**src/rtl/modem_mgr_pkg.sv**
```systemverilog
// Constants, types and tables for the modem connection manager
package modem_mgr_pkg;
  localparam int unsigned CLK_HZ = 250_000_000;
  localparam int unsigned PAUSE_MS = 500;
  localparam int unsigned PAUSE_CYC = PAUSE_MS * (CLK_HZ / 1000);
  localparam int unsigned WAIT_W = 27;
  localparam logic [3:0] REG_CTRL = 4'h0;
  localparam logic [3:0] REG_STATUS = 4'h4;
  localparam logic [3:0] REG_CMD = 4'h8;
  localparam int CTRL_AUTODIAL = 0;
  localparam int CTRL_ANSWER = 1;
  localparam int CTRL_PW_REQ = 2;
  localparam int CTRL_HANGUP = 4;
  localparam int STAT_STATE = 0;
  localparam int STAT_DCD = 3;
  localparam int STAT_DTR = 4;
  localparam int STAT_CMD_FULL = 5;
  localparam int STAT_WAIT = 6;
  localparam int STAT_REJ = 7;
  localparam int STAT_HOST = 8;
  localparam int STAT_PROTO = 9;
  localparam int STAT_NSM = 10;
  localparam int PIN_DCD = 0;
  localparam int PIN_HOST = 1;
  localparam int PIN_PROTO = 2;
  localparam int PIN_NSM = 3;
  localparam logic [7:0] CH_CR = 8'h0d;
  localparam logic [7:0] CH_LF = 8'h0a;
  localparam logic [7:0] CH_BSL = 8'h5c;
  localparam logic [7:0] CH_TILDE = 8'h7e;
  localparam logic [7:0] CH_BANG = 8'h21;
  // Result words: 0 connect, 1 busy, 2 voice, 3 error, 4 no
  localparam logic [4:0][55:0] WORD_TXT = {56'("NO"), 56'("ERROR"),
    56'("VOICE"), 56'("BUSY"), 56'("CONNECT")};
  localparam logic [4:0][3:0] WORD_LEN = {4'h2, 4'h5, 4'h5, 4'h4, 4'h7};
  localparam logic [4:0] WORD_PREFIX = 5'h11;
  localparam logic [4:0] WORD_ALL = 5'h1f;
  localparam logic [4:0] WORD_FAIL = 5'h1e;

  typedef enum logic [2:0] {
    ST_IDLE = 3'b000,
    ST_CALL = 3'b001,
    ST_CONN = 3'b010,
    ST_FAIL = 3'b011,
    ST_AUTH = 3'b100
  } conn_state_t;

  typedef struct packed {
    logic wr;
    logic rd;
    logic [3:0] addr;
    logic [31:0] wdata;
  } reg_req_t;

  function automatic logic [7:0] word_char(input int w, input int i);
    word_char = WORD_TXT[w][8 * (int'(WORD_LEN[w]) - 1 - i) +: 8];
  endfunction : word_char
endpackage : modem_mgr_pkg

```
**src/rtl/modem_connection_manager.sv**
```systemverilog
// Dial-up link manager: connection states, result parsing, command feed
// Overview of operation
// - Power-up reset enters idle; idle drops all host-bound traffic.
// - Carrier detect loss returns any state to idle.
// - A node-started call enters dialing; uplink traffic still dropped.
// - Completed call, local or incoming, enters connected; traffic passes.
// - Failed attempt enters failed state, behaving like idle.
// - Software reset keeps connection state; power reset clears it.
// - Line starting CONNECT, ended by carriage return, means success.
// - BUSY, VOICE, ERROR or lines starting NO mean failure.
// - Only command bytes are translated; backslash passes next byte.
// - Tilde pauses 500 ms before next byte and is not sent.
// - Exclamation mark is sent as carriage return instead.
// - Carrier detect proves a connection; terminal ready hangs up.
// - Modem features work only with remote host location selected.
// - Host processor mode never dials on its own.
// - Network services mode may dial on its own when enabled.
// - Answered calls may need a password before connecting.
// - Command bytes are refused while connected.
//
// Decided for this implementation: the address-and-strobe port and the register offsets.
module modem_connection_manager
  import modem_mgr_pkg::*;
#(
  parameter int unsigned PAUSE_CYCLES = modem_mgr_pkg::PAUSE_CYC
)
(
  input wire logic clk_sys,
  input wire logic rst_n,
  input wire logic soft_rst,
  input wire modem_mgr_pkg::reg_req_t bus_req,
  output logic [31:0] bus_rdata,
  input wire logic dcd_pin,
  output logic dtr_pin,
  input wire logic host_location_select,
  input wire logic link_protocol_select,
  input wire logic network_services_mode,
  input wire logic rx_valid,
  input wire logic [7:0] rx_data,
  output logic tx_valid,
  output logic [7:0] tx_data,
  input wire logic tx_ready,
  input wire logic node_call_req,
  input wire logic auto_dial_req,
  input wire logic password_ok,
  input wire logic up_in_valid,
  input wire logic [7:0] up_in_data,
  output logic up_out_valid,
  output logic [7:0] up_out_data,
  output logic up_drop,
  output modem_mgr_pkg::conn_state_t conn_state
);
  import modem_mgr_pkg::*;

  if (PAUSE_CYCLES < 1 || PAUSE_CYCLES >= (64'd1 << WAIT_W))
  begin : g_bad_pause
    $error("PAUSE_CYCLES out of range");
  end

  typedef struct packed {
    conn_state_t st;
    logic [2:0][3:0] pin_s;
    logic [3:0] pin_f;
    logic dcd_prev;
    logic dtr;
    logic hanging;
    logic [2:0] ctrl;
    logic rejected;
    logic conn_seen;
    logic cmd_full;
    logic [7:0] cmd_char;
    logic esc;
    logic waiting;
    logic [WAIT_W-1:0] wait_cnt;
    logic tx_valid;
    logic [7:0] tx_data;
    logic [3:0] pos;
    logic [4:0] cand;
    logic [31:0] rdata;
    logic up_valid;
    logic [7:0] up_data;
    logic up_drop;
  } state_t;

  state_t s;
  state_t next_s;
  logic [4:0] hit;
  logic line_end;
  logic connect_hit;
  logic fail_hit;
  logic dcd;
  logic dcd_fall;
  logic modem_on;
  logic take;
  logic got_connect;

  assign dcd = s.pin_f[PIN_DCD];
  assign dcd_fall = s.dcd_prev && !dcd;
  assign modem_on = s.pin_f[PIN_HOST];
  assign take = s.cmd_full && !s.waiting && (!s.tx_valid || tx_ready);
  assign line_end = rx_valid && rx_data == CH_CR;

  // Word hit needs the whole word seen; exact words die on extra text
  always_comb
  begin
    for (int w = 0; w < 5; w++)
    begin
      hit[w] = s.cand[w] && s.pos >= WORD_LEN[w];
    end
  end

  assign connect_hit = line_end && hit[0];
  assign fail_hit = line_end && |(hit & WORD_FAIL);
  assign got_connect = connect_hit || s.conn_seen;

  always_comb
  begin
    next_s = s;
    next_s.pin_s = {s.pin_s[1:0], network_services_mode,
      link_protocol_select, host_location_select, dcd_pin};
    for (int i = 0; i < 4; i++)
    begin
      if (s.pin_s[1][i] == s.pin_s[2][i])
      begin
        next_s.pin_f[i] = s.pin_s[2][i];
      end
    end
    next_s.dcd_prev = dcd;
    next_s.rdata = '0;
    next_s.up_valid = 1'b0;
    next_s.up_drop = 1'b0;
    if (s.tx_valid && tx_ready)
    begin
      next_s.tx_valid = 1'b0;
    end
    // Register reads
    if (bus_req.rd)
    begin
      case (bus_req.addr)
        REG_CTRL: next_s.rdata[2:0] = s.ctrl;
        REG_STATUS:
        begin
          next_s.rdata[STAT_STATE +: 3] = s.st;
          next_s.rdata[STAT_DCD] = dcd;
          next_s.rdata[STAT_DTR] = s.dtr;
          next_s.rdata[STAT_CMD_FULL] = s.cmd_full;
          next_s.rdata[STAT_WAIT] = s.waiting;
          next_s.rdata[STAT_REJ] = s.rejected;
          next_s.rdata[STAT_HOST] = s.pin_f[PIN_HOST];
          next_s.rdata[STAT_PROTO] = s.pin_f[PIN_PROTO];
          next_s.rdata[STAT_NSM] = s.pin_f[PIN_NSM];
        end
        REG_CMD: next_s.rdata[0] = s.cmd_full;
        default: next_s.rdata = '0;
      endcase
    end
    // Release comes first so that a fresh hang-up write wins
    if (s.hanging && !dcd)
    begin
      next_s.dtr = 1'b1;
      next_s.hanging = 1'b0;
    end
    // Register writes
    if (bus_req.wr)
    begin
      case (bus_req.addr)
        REG_CTRL:
        begin
          next_s.ctrl = bus_req.wdata[2:0];
          if (bus_req.wdata[CTRL_HANGUP])
          begin
            next_s.dtr = 1'b0;
            next_s.hanging = 1'b1;
          end
        end
        REG_STATUS:
        begin
          if (bus_req.wdata[STAT_REJ])
          begin
            next_s.rejected = 1'b0;
          end
        end
        REG_CMD:
        begin
          if (s.st == ST_CONN || s.cmd_full)
          begin
            next_s.rejected = 1'b1;
          end
          else
          begin
            next_s.cmd_full = 1'b1;
            next_s.cmd_char = bus_req.wdata[7:0];
          end
        end
        default: next_s.ctrl = s.ctrl;
      endcase
    end
    // Command byte feed with translation
    if (s.waiting)
    begin
      if (s.wait_cnt == '0)
      begin
        next_s.waiting = 1'b0;
      end
      else
      begin
        next_s.wait_cnt = s.wait_cnt - 1'b1;
      end
    end
    else if (take)
    begin
      next_s.cmd_full = 1'b0;
      if (s.esc)
      begin
        next_s.esc = 1'b0;
        next_s.tx_valid = 1'b1;
        next_s.tx_data = s.cmd_char;
      end
      else
      begin
        case (s.cmd_char)
          CH_BSL: next_s.esc = 1'b1;
          CH_TILDE:
          begin
            next_s.waiting = 1'b1;
            next_s.wait_cnt = WAIT_W'(PAUSE_CYCLES - 1);
          end
          CH_BANG:
          begin
            next_s.tx_valid = 1'b1;
            next_s.tx_data = CH_CR;
          end
          default:
          begin
            next_s.tx_valid = 1'b1;
            next_s.tx_data = s.cmd_char;
          end
        endcase
      end
    end
    // Result line matcher; leading line feed of a new line is skipped
    if (line_end)
    begin
      next_s.pos = '0;
      next_s.cand = WORD_ALL;
    end
    else if (rx_valid && !(rx_data == CH_LF && s.pos == '0))
    begin
      for (int w = 0; w < 5; w++)
      begin
        if (s.pos < WORD_LEN[w])
        begin
          if (rx_data != word_char(w, int'(s.pos)))
          begin
            next_s.cand[w] = 1'b0;
          end
        end
        else if (!WORD_PREFIX[w])
        begin
          next_s.cand[w] = 1'b0;
        end
      end
      if (s.pos != 4'hf)
      begin
        next_s.pos = s.pos + 4'h1;
      end
    end
    // Connection state
    if (!modem_on)
    begin
      next_s.st = ST_IDLE;
    end
    else if (dcd_fall)
    begin
      next_s.st = ST_IDLE;
    end
    else
    begin
      case (s.st)
        ST_IDLE, ST_FAIL:
        begin
          if (node_call_req || (auto_dial_req && s.pin_f[PIN_NSM] &&
              s.ctrl[CTRL_AUTODIAL]))
          begin
            next_s.st = ST_CALL;
          end
          else if (s.ctrl[CTRL_ANSWER] && got_connect && dcd)
          begin
            next_s.st = s.ctrl[CTRL_PW_REQ] ? ST_AUTH : ST_CONN;
          end
        end
        ST_CALL:
        begin
          if (fail_hit)
          begin
            next_s.st = ST_FAIL;
          end
          else if (got_connect && dcd)
          begin
            next_s.st = ST_CONN;
          end
        end
        ST_AUTH:
        begin
          if (password_ok)
          begin
            next_s.st = ST_CONN;
          end
        end
        ST_CONN: next_s.st = ST_CONN;
        default: next_s.st = ST_IDLE;
      endcase
    end
    next_s.conn_seen = (next_s.st == s.st) && got_connect;
    // Uplink gate
    if (up_in_valid)
    begin
      if (!modem_on || s.st == ST_CONN)
      begin
        next_s.up_valid = 1'b1;
        next_s.up_data = up_in_data;
      end
      else
      begin
        next_s.up_drop = 1'b1;
      end
    end
    // Software reset leaves the connection and terminal ready alone
    if (soft_rst)
    begin
      next_s.cmd_full = 1'b0;
      next_s.esc = 1'b0;
      next_s.waiting = 1'b0;
      next_s.tx_valid = 1'b0;
      next_s.pos = '0;
      next_s.cand = WORD_ALL;
      next_s.conn_seen = 1'b0;
    end
  end

  always_ff @(posedge clk_sys)
  begin
    if (!rst_n)
    begin
      s <= '0;
      s.st <= ST_IDLE;
      s.dtr <= 1'b1;
      s.cand <= WORD_ALL;
    end
    else
    begin
      s <= next_s;
    end
  end

  assign bus_rdata = s.rdata;
  assign dtr_pin = s.dtr;
  assign tx_valid = s.tx_valid;
  assign tx_data = s.tx_data;
  assign up_out_valid = s.up_valid;
  assign up_out_data = s.up_data;
  assign up_drop = s.up_drop;
  assign conn_state = s.st;
endmodule : modem_connection_manager

```
**config.mk**
```make
export PLATFORM = sky130hd
export DESIGN_NAME = modem_connection_manager
export DESIGN_NICKNAME = d
export VERILOG_FILES = /design/src/rtl/modem_mgr_pkg.sv /design/src/rtl/modem_connection_manager.sv
export SDC_FILE = /design/constraint.sdc
export NUM_CORES = 1
export LEC_CHECK = 0
export BUFFER_PORTS_ARGS = -buffer_cell sky130_fd_sc_hd__buf_2
export CAP_MARGIN = 30
export CORE_MARGIN = 4
export CORE_UTILIZATION = 31
export CTS_BUF_LIST = sky130_fd_sc_hd__clkbuf_8 sky130_fd_sc_hd__clkbuf_16
export CTS_CLUSTER_DIAMETER = 120
export DETAILED_ROUTE_END_ITERATION = 7
export GPL_TIMING_DRIVEN = 0
export MAX_ROUTING_LAYER = met4
export SLEW_MARGIN = 40
export SYNTH_ARGS = -nofsm -noshare
export SYNTH_HDL_FRONTEND = slang
export SYNTH_SLANG_ARGS = --single-unit
```
**constraint.sdc**
```tcl
create_clock -name clk_sys -period 4.9 [get_ports clk_sys]
set_input_delay 1.225 -clock clk_sys [delete_from_list [all_inputs] [get_ports clk_sys]]
set_output_delay 1.225 -clock clk_sys [all_outputs]
set_load 0.005 [all_outputs]
```
==> metrics.md <==
| Metric | Value |
|---|---|
| CP required | `a little over 5 ns` |
| Via-to-Cell Ratio | `4.86` |
| Synth cell count leaders | `dfxtp_1, nor2_1, buf_4` |
| Area growth from synthesis to layout | `18.2%` |
| Initial core utilization | `a little under a third` |
| Flops & latches, synth | `between 100 and 150` |
| Endpoint type of the worst setup path | `flip-flop` |
| Number of antenna violations at the first check in global routing | `0` |
| Arrival time of data at the critical path endpoint | `3.49 ns` |
| Met2 track demand over resource in global routing | `20.7%` |
| FILL cells | `~1800` |
| Setup repair after global routing missed its margin | `no` |
| Final period util | `66.7%` |
| Detailed-route wire length | `13.1 mm` |
| Startpoint of the lowest-slack register-to-register path | `s[49]$_SDFFE_PP0P_` |
| Vias in the first global route | `approximately 4500` |
| DP Cell Count | `972` |
| Vertical extent of the die | `142 microns` |
| H-tree depth | `3` |
| DR WL/cell | `13.2 microns` |
| Resized Gates After CTS | `0` |
| Synth unique cells | `68` |
| Startpoint type of the worst setup path | `flip-flop` |
| I/O pin count | `122` |
| First-pass GRT wire length | `21.8 mm` |
| Number of standard cells in the layout, taps in and fillers out | `slightly below 1000` |
| Maximum clock insertion buffer count | `2` |
| Number of enable-type register cells in the synthesized netlist | `0` |
| GRT met3 Usage | `3.46%` |
| Hold violation count in the final report | `0` |
| Gpl congestion | `approximately 0.89` |
| Number of port buffers | `70` |
| Max_slew headroom | `46.3%` |
| Worst clock skew | `approximately 0.0068 ns` |
| Largest fanout on the critical path | `9` |
| Highest-utilization routing layer at the global route stage | `met2` |
| Power density relative to cell area | `256 nW/um^2` |
| Worst-Skew Late Latency | `0.34 ns` |
| Std-Cell Core Area | `17500 sq um` |
| Multi-input logic area | `approximately 3000 sq um` |
| Sequential area share after synthesis | `37.3%` |
| Number of buffers added by the clock tree synthesis step | `9` |
| Min-Delay Path Class | `flip-flop to flip-flop` |
| Overflow left after global routing | `0` |
| Cell type with the largest total area after synthesis | `dfxtp_1` |
| Min-delay src | `next_s[115]$_SDFF_PN0_` |
| Fraction of the core area covered by cells at the end of the flow | `37.7%` |
| Share of synthesized registers carrying an async set or reset | `0%` |
| Number of setup violations in the final report | `0` |
| Worst setup startpoint | `s[49]$_SDFFE_PP0P_` |
| Fraction of layout instances using a drive strength above 1 | `between 20% and 30%` |
| Synth Instances | `657` |
| Root buffer cell | `clkbuf_16` |
| Largest net degree at the start of global routing | `18` |
| Warnings, synthesis | `0` |
| Post-CTS Hold Buffers | `0` |
| Routed Antenna Nets | `0` |
| Peak clock frequency supported by timing | `306 MHz` |
| Post-Route Setup TNS | `0 ns` |
| Post-synthesis instance area | `5580 sq um` |
| Total area of sequential cells | `2080 sq um` |
| Transition time of the tightest slew-check pin | `0.785 ns` |
| 1st-iter DRT viols | `256` |
| Area enclosed by the die boundary | `20200 sq um` |
| Class of the most critical setup path | `flip-flop to flip-flop` |
| Max Slew Vio Count | `0` |
| Global Route Usage Sum | `13.4%` |
| First-pass iteration count of the detailed router | `5` |
| DRC Markers | `0` |
| Post-CTS setup-driven buffer insertion count | `0` |
| Net count, final | `839` |
| Row count | `48` |
| Highest ir drop seen on vdd | `around 0.25 mV` |
| Dominant synthesized flop cell | `dfxtp_1` |
| Clock-pin slew of the registers on the worst-case setup and hold paths | `0.07 ns` |
| Final critical-path required period | `~3.3 ns` |
| Via count of the routed design | `4797` |
| Count of inserted antenna diode cells | `0` |
| Die Wd | `142 microns` |
| Average cell area after synthesis | `around 8.5 sq um` |
| Biggest area contributors in the synthesized netlist | `dfxtp_1, buf_4, a21oi_1, nor2_1, mux2i_1` |
| Result of the run | `completed` |
| Dominant cell by count in the synthesized netlist | `dfxtp_1` |
| Number of sinks handled by clock tree synthesis | `~100` |
| Cell leakage power | `2.70 nW` |
| Area share of the largest cell type after synthesis | `a little under two fifths` |
| Hpwl dp | `a little under 10 mm` |
| Number of max-cap violations | `0` |
| Global routing usage on met1 | `17.5%` |
| TritonCTS clock tree | `built` |
[state kept, by name, indices dropped and copies added (netlist names)]
name          cells
tx_valid          1
next_s            8
modem_on          1
up_drop           1
up_out_data       8
s                60
tx_data           8
dtr_pin           1
bus_rdata        11
conn_state        3
dcd               1
up_out_valid      1
[cell type report]
| class | instances | area share [%] |
|---|---|---|
| multi-input cells | 481 | 45.7 |
| clock inverters | 6 | 0.702 |
| flip-flops and latches | 104 | 31.6 |
| inverters | 12 | 0.683 |
| clock buffers | 10 | 3.62 |
| well taps | 225 | 4.27 |
| repair buffers | 70 | 5.31 |
| plain buffers | 80 | 8.14 |
[layer usage]
metal,wire length (microns),vias up
met3,656,16
met5,0,-
met4,177,0
met1,6270,2227
met2,5970,132
li1,-,2422
[power breakdown]
group          total, mW  leakage, nW  internal, mW  switching (mW)
sequential         0.865        0.843         0.857         0.00782
clock              0.678        0.148         0.361           0.317
combinational      0.147         1.71        0.0649          0.0820
[kinds of logic after synthesis]
kind of cell	count (synthesis)	synth area share, %
and+or+nand+nor	259	24.6
muxes	24	4.35
AOI/OAI and AO/OA	121	13.5
adders and majority gates	14	3.14
xor gates and xnor gates	42	6.60
DFF	104	37.3
other	1	0.0672
buffers and inverters	92	10.4
[metrics by stage]
step                      instance area (sq um)  power [mW]  setup WS (ns)  hold slack (ns)
after floorplan                            5650       0.982           1.58            0.412
after global placement                     6280        1.03           1.29            0.418
after detailed placement                   6300        1.03           1.36            0.419
after CTS                                  6590        1.72           1.52            0.437
after global routing                       6590        1.77           1.44            0.447
final                                      6590        1.69           1.63            0.434
[path summary, 6_finish.rpt]
kind                            slack (ns)  cells after the start                      to
worst max-delay path                  1.63                      9        s[98]$_SDFF_PP0_
worst min-delay path                  0.43                      1  next_s[119]$_SDFF_PN0_
worst max register to register        1.63                      9        s[98]$_SDFF_PP0_
worst min register to register        0.43                      1  next_s[119]$_SDFF_PN0_
[worst max-delay path: stages (launching register included)]
cell and delay (ns):
dfxtp_1 0.49, clkbuf_1 0.41, inv_1 0.19, ha_1 0.34
o21ai_0 0.34, nand2_1 0.10, a2111oi_1 0.62, o211ai_1 0.14
and3_1 0.21, o311a_1 0.33
[layout by cell type, fill, tap and decap left out, types with 4 or more instances in the layout]
| cell | synthesis | routed |
|---|---|---|
| nand4_1 | 6 | 6 |
| nand3_1 | 26 | 26 |
| xor2_1 | 20 | 20 |
| nand2b_1 | 9 | 9 |
| a211oi_1 | 4 | 4 |
| nor2_1 | 69 | 69 |
| and2_1 | 22 | 22 |
| clkbuf_1 | 19 | 19 |
| o211ai_1 | 4 | 4 |
| buf_1 | 4 | 4 |
| inv_1 | 11 | 13 |
| mux2i_1 | 22 | 22 |
| nor4_1 | 8 | 8 |
| ha_1 | 14 | 14 |
| buf_2 | 0 | 70 |
| dfxtp_1 | 104 | 104 |
| nor3_1 | 20 | 20 |
| nand2_1 | 49 | 49 |
| a31oi_1 | 5 | 5 |
| a2111oi_0 | 5 | 4 |
| or2_2 | 4 | 4 |
| nor2b_1 | 6 | 6 |
| a21o_1 | 4 | 4 |
| clkbuf_16 | 0 | 9 |
| nand3b_1 | 4 | 4 |
| buf_4 | 53 | 53 |
| or3_1 | 5 | 5 |
| clkbuf_8 | 3 | 4 |
| conb_1 | 1 | 21 |
| a21oi_1 | 52 | 52 |
| xnor2_1 | 22 | 22 |
| o21ai_0 | 21 | 21 |
Power figures use the tool's default switching activity.
